**src/hw/bif_params.svh**
```systemverilog
// Purpose: Constants for the byte instruction prefetch block
// Assumes: 25 MHz system clock
// Notes:   Widths, counts and reset values
`ifndef BIF_PARAMS_SVH
`define BIF_PARAMS_SVH
`define BIF_BASE_W      16
`define BIF_PC_W        16
`define BIF_BASE_SHIFT  3
`define BIF_GRP_BYTES   8
`define BIF_MEM_W       64
`define BIF_OPC_W       8
`define BIF_WORD_LSB    1
`define BIF_PC_RST      16'h0000
`define BIF_BASE_RST    16'h0000
`define BIF_CLK_NS      40
`define BIF_UCYCLE_NS   150
`define BIF_STALL_CYC   ((`BIF_UCYCLE_NS / `BIF_CLK_NS) < 1 ? 1 : (`BIF_UCYCLE_NS / `BIF_CLK_NS))
`endif

```
**src/hw/bif_pkg.sv**
```systemverilog
// Purpose: Types for the byte instruction prefetch block
// Assumes: Nothing
// Notes:   Fetch sequencer states
package bif_pkg;
   typedef enum logic [1:0] {
      BIF_ST_READY   = 2'b00,
      BIF_ST_REQ     = 2'b01,
      BIF_ST_RELEASE = 2'b11
   } bif_state_t;
   typedef logic [7:0] bif_byte_t;
endpackage : bif_pkg

```
**src/hw/bif_grp_if.sv**
```systemverilog
// Purpose: Link between fetch sequencer and group store
// Assumes: One writer, one reader
// Notes:   Byte select is combinational
interface bif_grp_if #(parameter int BYTES = 8);
   logic                     wr;
   logic [BYTES*8-1:0]       wdata;
   logic [$clog2(BYTES)-1:0] sel;
   logic [7:0]               rbyte;
   modport fill  (output wr, output wdata, output sel, input rbyte);
   modport store (input wr, input wdata, input sel, output rbyte);
endinterface : bif_grp_if

```
**src/hw/bif_fetch.sv**
```systemverilog
// Purpose: Byte instruction prefetch with stall output
// Assumes: Memory answers a four-phase req/ack, data stable while ack high
// Notes:   Notes on behaviour below
// Notes on behaviour
// Byte address is base shifted left three plus offset, nineteen bits.
// Read eight-byte groups through own port, hold until consumed.
// Taking last byte of a group starts the next group read.
// Hand out one 8-bit opcode byte per take, not words.
// Offset counter is sixteen bits wide and wraps.
// Controller issues fetches blindly, relying on the stall signal.
// Busy memory interface raises not-ready to hold off the clock.
// Stall response settles within one 150 ns microcycle.
// No detection of writes to already buffered code bytes.
// Wide reads return 64 bits; low two word-address bits are zero.
// Loading offset or base discards group and refetches first.
// Missing group stalls the processor via not-ready.
`include "bif_params.svh"
module bif_fetch
   import bif_pkg::*;
#(
   parameter int BASE_W    = `BIF_BASE_W,
   parameter int PC_W      = `BIF_PC_W,
   parameter int GRP_BYTES = `BIF_GRP_BYTES
) (
   input  wire logic                       clk_i,
   input  wire logic                       rst_b_i,
   input  wire logic                       load_pc_i,
   input  wire logic [PC_W-1:0]            pc_i,
   input  wire logic                       load_base_i,
   input  wire logic [BASE_W-1:0]          base_i,
   input  wire logic                       take_i,
   output logic      [7:0]                 byte_o,
   output logic                            byte_valid_o,
   output logic                            not_ready_o,
   output logic                            mem_req_o,
   output logic [BASE_W+`BIF_BASE_SHIFT-`BIF_WORD_LSB-1:0] mem_addr_o,
   input  wire logic                       mem_ack_i,
   input  wire logic [GRP_BYTES*8-1:0]     mem_rdata_i
);
   localparam int ADDR_W = BASE_W + `BIF_BASE_SHIFT;
   localparam int WADR_W = ADDR_W - `BIF_WORD_LSB;
   localparam int LSB    = $clog2(GRP_BYTES);
   localparam int STALL  = `BIF_STALL_CYC;

   if (GRP_BYTES * 8 != `BIF_MEM_W || (1 << LSB) != GRP_BYTES || LSB != `BIF_BASE_SHIFT || PC_W > ADDR_W) begin : g_chk
      $error("bif_fetch: unsupported width parameters");
   end

   bif_state_t       st_r, st_nxt;
   logic [PC_W-1:0]   pc_r, pc_nxt;
   logic [BASE_W-1:0] base_r, base_nxt;
   logic              stale_r, stale_nxt;
   logic              rst_q1_r, rst_n;
   logic              ack_q1_r, ack_s_r;
   logic              loading, take_ok, last, grp_wr;

   bif_grp_if #(.BYTES(GRP_BYTES)) grp ();

   bif_group_buf #(.BYTES(GRP_BYTES)) u_buf (
      .clk_i   (clk_i),
      .rst_n_i (rst_n),
      .grp     (grp)
   );

   // nineteen-bit byte address
   function automatic logic [ADDR_W-1:0] byte_addr(input logic [BASE_W-1:0] b, input logic [PC_W-1:0] p);
      byte_addr = {b, `BIF_BASE_SHIFT'(0)} + ADDR_W'(p);
   endfunction : byte_addr

   // low word bits forced zero
   function automatic logic [WADR_W-1:0] word_addr(input logic [BASE_W-1:0] b, input logic [PC_W-1:0] p);
      logic [ADDR_W-1:0] a;
      a = byte_addr(b, p);
      word_addr = {a[ADDR_W-1:LSB], (LSB-`BIF_WORD_LSB)'(0)};
   endfunction : word_addr

   always_ff @(posedge clk_i or negedge rst_b_i) begin
      if (!rst_b_i) begin
         rst_q1_r <= 1'b0;
         rst_n    <= 1'b0;
      end else begin
         rst_q1_r <= 1'b1;
         rst_n    <= rst_q1_r;
      end
   end

   always_ff @(posedge clk_i or negedge rst_n) begin
      if (!rst_n) begin
         ack_q1_r <= 1'b0;
         ack_s_r  <= 1'b0;
      end else begin
         ack_q1_r <= mem_ack_i;
         ack_s_r  <= ack_q1_r;
      end
   end

   assign loading = load_pc_i | load_base_i;
   assign take_ok = take_i & byte_valid_o & (st_r == BIF_ST_READY);
   assign last    = (pc_r[LSB-1:0] == LSB'(GRP_BYTES - 1));

   always_comb begin
      pc_nxt    = pc_r;
      base_nxt  = base_r;
      st_nxt    = st_r;
      stale_nxt = stale_r;
      grp_wr    = 1'b0;
      if (load_pc_i) begin
         pc_nxt = pc_i;
      end
      if (load_base_i) begin
         base_nxt = base_i;
      end
      case (st_r)
         BIF_ST_READY: begin
            // load forces a fresh fetch
            if (loading) begin
               st_nxt = BIF_ST_REQ;
            end else if (take_ok) begin
               // sixteen-bit offset step
               pc_nxt = pc_r + PC_W'(1);
               // prefetch after last byte
               if (last) begin
                  st_nxt = BIF_ST_REQ;
               end
            end
         end
         BIF_ST_REQ: begin
            if (loading) begin
               stale_nxt = 1'b1;
            end
            if (ack_s_r) begin
               // capture the wide group
               grp_wr = ~stale_r & ~loading;
               st_nxt = BIF_ST_RELEASE;
            end
         end
         BIF_ST_RELEASE: begin
            if (loading) begin
               stale_nxt = 1'b1;
            end
            if (!ack_s_r) begin
               // stale group is refetched
               st_nxt    = (stale_r | loading) ? BIF_ST_REQ : BIF_ST_READY;
               stale_nxt = 1'b0;
            end
         end
         default: begin
            st_nxt = BIF_ST_REQ;
         end
      endcase
   end

   assign grp.wr    = grp_wr;
   assign grp.wdata = mem_rdata_i;
   assign grp.sel   = pc_nxt[LSB-1:0];

   always_ff @(posedge clk_i or negedge rst_n) begin
      if (!rst_n) begin
         st_r    <= BIF_ST_RELEASE;
         stale_r <= 1'b1;
         pc_r    <= `BIF_PC_RST;
         base_r  <= `BIF_BASE_RST;
      end else begin
         st_r    <= st_nxt;
         stale_r <= stale_nxt;
         pc_r    <= pc_nxt;
         base_r  <= base_nxt;
      end
   end

   always_ff @(posedge clk_i or negedge rst_n) begin
      if (!rst_n) begin
         mem_req_o  <= 1'b0;
         mem_addr_o <= '0;
      end else begin
         mem_req_o <= (st_nxt == BIF_ST_REQ);
         // latch address at fetch start
         if (st_nxt == BIF_ST_REQ && st_r != BIF_ST_REQ) begin
            mem_addr_o <= word_addr(base_nxt, pc_nxt);
         end
      end
   end

   always_ff @(posedge clk_i or negedge rst_n) begin
      if (!rst_n) begin
         byte_o       <= 8'h00;
         byte_valid_o <= 1'b0;
         not_ready_o  <= 1'b1;
      end else begin
         // one opcode byte out
         byte_o       <= grp.rbyte;
         byte_valid_o <= (st_r == BIF_ST_READY) && (st_nxt == BIF_ST_READY);
         // stall while fetch is busy
         // one-cycle stall response
         // missing group stalls
         not_ready_o  <= (st_nxt != BIF_ST_READY);
      end
   end
endmodule : bif_fetch

```
**src/hw/bif_group_buf.sv**
```systemverilog
// Purpose: Holds one fetched instruction group
// Assumes: Byte 0 in the lowest lane of the wide word
// Notes:   No snooping of later memory writes
module bif_group_buf #(
   parameter int BYTES = 8
) (
   input  wire logic clk_i,
   input  wire logic rst_n_i,
   bif_grp_if.store  grp
);
   logic [7:0] mem_r [BYTES];

   // group held until reloaded
   // no write snooping
   always_ff @(posedge clk_i or negedge rst_n_i) begin
      if (!rst_n_i) begin
         for (int i = 0; i < BYTES; i++) begin
            mem_r[i] <= 8'h00;
         end
      end else if (grp.wr) begin
         for (int i = 0; i < BYTES; i++) begin
            mem_r[i] <= grp.wdata[i*8 +: 8];
         end
      end
   end

   assign grp.rbyte = mem_r[grp.sel];
endmodule : bif_group_buf

```
**config.mk**
```make
export PLATFORM = sky130hd
export DESIGN_NAME = bif_fetch
export DESIGN_NICKNAME = d
export VERILOG_FILES = /design/src/hw/bif_pkg.sv /design/src/hw/bif_grp_if.sv /design/src/hw/bif_fetch.sv /design/src/hw/bif_group_buf.sv
export VERILOG_INCLUDE_DIRS = /design/src /design/src/hw
export SDC_FILE = /design/constraint.sdc
export NUM_CORES = 1
export LEC_CHECK = 0
export BUFFER_PORTS_ARGS = -buffer_cell sky130_fd_sc_hd__buf_2
export CORE_MARGIN = 2
export CORE_UTILIZATION = 60
export CTS_CLUSTER_SIZE = 30
export DETAILED_ROUTE_END_ITERATION = 16
export PLACE_DENSITY = 0.85
export SKIP_CTS_REPAIR_TIMING = 1
export SLEW_MARGIN = 20
export SYNTH_ARGS = -nofsm -noshare
export SYNTH_HDL_FRONTEND = slang
export SYNTH_SLANG_ARGS = --single-unit
```
**constraint.sdc**
```tcl
create_clock -name clk_i -period 7.23 [get_ports clk_i]
set_input_delay 0.3615 -clock clk_i [delete_from_list [all_inputs] [get_ports clk_i]]
set_output_delay 0.3615 -clock clk_i [all_outputs]
set_load 0.1 [all_outputs]
```
==> results.txt <==
Pwr Total: 2486 uW
Final core utilization: 0.7258
Synth warnings: 0
Area after DPL: 7241 sq um
GRT Total Usage: 0.2950
Relative slew margins: 0.2520
Via/cell ratio: 6.215
Final setup viols: 0
Row count: 38
First-pass GRT wire length: 26360 um
Avg Cell Area, Syn: 11.57 sq um
Synthesized instance count: 567
Number of nets with antenna violations after routing: 0
CP required: 7.63 ns
Lkg Pwr: 0.003534 uW
Pint: 1565 uW
RR Endpoint: mem_addr_o[15]
Tcrit/Tclk final: 0.5642
Post-synthesis sequential area ratio: 0.4967
Gr ovfl total: 0
IR drop worst, VDD: 0.2683 mV
H-tree depth: 4
Library cells used by synthesis: 62
Synth Cell Area: 6560 sq um
Crit path capture type: flip-flop
Initial antenna violation count: 0
Filler cells: 759
Crit-path slowest cell: or4_1
Number of enable flip-flop cells after synthesis: 0
Gpl congestion: 0.9009
Multi-input gate area in the final layout: 3077 sq um
Initial core utilization: 0.6105
Slew Viols, Final: 0
Clk pwr share: 0.315
Final min period: 4.079 ns
Crit Path Class: reg2reg
Critical Path AT: 4.48 ns
WHS Path Cells: 2
Die Y: 108.6 um
Max Clk Rate: 0.2451 GHz
Min-delay worst type: in2reg
Crit path launch type: flip-flop
Power Dens Cells: 318.8 nW/um^2
# port buffers: 128
Worst Clk Skew: 0.007587 ns
TritonCTS clock tree: done
Comb pwr share: 0.298
Reg2reg start: st_r[1]
Post-DP HPWL: 11210 um
Layout area overhead: 18.88%
Clk sinks: 130
First-pass DRT Iterations: 5
Crit path buffers/inverters: 0
Switching share of power: 0.3705
Reg area: 3262 sq um
Critical path peak fanout: 14
Worst Hold Path EP: u_buf.mem_r[26]
Worst path cell trace: or4_1 -> nor2_1 -> a21oi_1 -> o221a_2 -> ha_1 -> and2_1 -> a221oi_1 -> a211oi_1 -> o21a_1 -> o31a_1
Nets: 806
Post-synth ARST share: 1.000
Slowest stage delay, CP: 0.79 ns
Status: completed
Maxcap violations: 0
Iteration-0 DRC count of the detailed router: 372
Worst-Margin Slew: 1.118 ns
Min-delay src: mem_rdata_i[34]
Layout cells sized above 1: 0.3671
Die footprint: 11790 sq um
Register-to-register setup slack: 3.15 ns
N_diodes: 0
Core footprint: 10750 sq um
Clock root buffer: clkbuf_8
Worst hold margin: 0.06871 ns
Routed via count: 5221
Number of synthesized register bits: 130
Worst-Skew Late Latency: 0.52 ns
Final Hold Vio Count: 0
Synth Flop Type: dfrtp_1
WL per Instance: 19.46 um
Total CTS buffers: 17
I/O pin cnt: 131
CTS max path bufs: 2
RSZ-0062 raised after global routing: no
Sequential share of power: 0.387
Worst path top cell family by delay: compound AO/OA/AOI/OAI gates
Final Cell Area: 7799 sq um
Setup TNS: 0 ns
Switch Pwr: 921.1 uW
Vias in the first global route: 5338
Die W: 108.6 um
DRC: 0
Largest net degree at the start of global routing: 73
CTS clk-pin slew, worst paths: 0.06 ns
R2R depth: 10
WL final: 16350 um
[Yosys cell counts (5+ instances only)]
cell type | n | area, sq um
nand2b_1 | 5 | 31.28
o211ai_1 | 13 | 97.59
a311oi_1 | 5 | 43.79
a211o_1 | 7 | 61.31
nor4_1 | 7 | 43.79
o21a_1 | 33 | 247.7
o21ai_0 | 17 | 85.08
a2111oi_0 | 28 | 245.2
mux2_2 | 79 | 889.6
and4_1 | 5 | 43.79
nand2_1 | 38 | 142.6
clkbuf_1 | 13 | 48.80
nor2_1 | 21 | 78.83
xor2_1 | 5 | 43.79
a21oi_1 | 19 | 95.09
buf_4 | 8 | 60.06
nand4_1 | 5 | 31.28
inv_1 | 14 | 52.55
ha_1 | 16 | 200.2
nor3_1 | 8 | 40.04
nand3_1 | 11 | 55.05
dfrtp_1 | 126 | 3153
buf_2 | 9 | 45.04
a211oi_1 | 8 | 60.06
mux2i_1 | 7 | 70.07
[cell type report]
class                   instances  area share
inverters                      15    0.007220
well taps                     140     0.02246
clock inverters                10     0.01091
flip-flops and latches        130      0.4183
multi-input cells             389      0.3945
repair buffers                134     0.08856
clock buffers                  22     0.05808
[cells in the final DEF, fill, tap and decap left out, types with 8 or more instances in the layout]
cell	count
buf_2	128
dfrtp_1	125
mux2_2	79
nand2_1	38
o21a_1	33
a2111oi_0	28
nor2_1	21
a21oi_1	18
o21ai_0	17
ha_1	16
clkbuf_16	16
inv_1	14
o211ai_1	13
nand3_1	11
a211oi_1	8
nor3_1	8
[power groups by stage]
| stage | combinational [uW] | clock (uW) | sequential, uW |
|---|---|---|---|
| 2_1_floorplan | 299 | 0 | 1240 |
| 3_3_place_gp | 710 | 0 | 962 |
| 3_5_place_dp | 731 | 0 | 972 |
| 4_1_cts | 740 | 790 | 961 |
| 5_1_grt | 789 | 825 | 978 |
| 6_report | 741 | 782 | 963 |
[stage by stage]
step | setup WS (ns) | cells
after global placement | 3.041 | 806
after CTS | 3.213 | 838
after detailed placement | 2.918 | 806
after global routing | 2.924 | 840
after floorplan | 3.347 | 568
final | 3.151 | 840
[worst register-to-register path, cell delays in order, from the launching register on]
cell and delay (ns):
dfstp_2 0.40, or4_1 0.79, nor2_1 0.52, a21oi_1 0.13
o221a_2 0.28, ha_1 0.33, and2_1 0.19, a221oi_1 0.63
a211oi_1 0.20, o21a_1 0.22, o31a_1 0.27
[how the worst max path moves through the flow]
| stage | slack [ns] | cells after the start | to | startpoint |
|---|---|---|---|---|
| after floorplan | 3.35 | 0 | ack_q1_r | rst_n |
| after global placement | 3.04 | 11 | mem_addr_o[15] | load_base_i |
| after detailed placement | 2.92 | 11 | mem_addr_o[15] | load_base_i |
| after CTS | 3.21 | 10 | mem_addr_o[15] | st_r[1] |
| after global routing | 2.92 | 10 | mem_addr_o[15] | st_r[1] |
| final | 3.15 | 10 | mem_addr_o[15] | st_r[1] |
[logic make-up after synthesis]
family / after synthesis / synth area share
AOI/OAI and AO/OA: 153 / 0.1749
DFF: 130 / 0.4967
and+or+nand+nor: 120 / 0.09575
muxes: 88 / 0.1507
buffers and inverters: 49 / 0.03662
adders and majority gates: 17 / 0.03357
xor gates and xnor gates: 8 / 0.01068
other: 2 / 0.001145
[layer usage]
metal,vias up,track usage,wire (um)
li1,2375,-,-
met1,2606,0.3575,6515
met2,193,0.4853,8287
met3,47,0.07474,966
met4,0,0.1566,580
met5,-,0,0
[sequential cells by signal (all words and copies together) (netlist names), 2 cells and up]
name         cells
u_buf.mem_r     64
pc_r            16
base_r          16
mem_addr_o      16
byte_o           8
st_r             2
No activity file was read; power rests on OpenSTA's default activity.
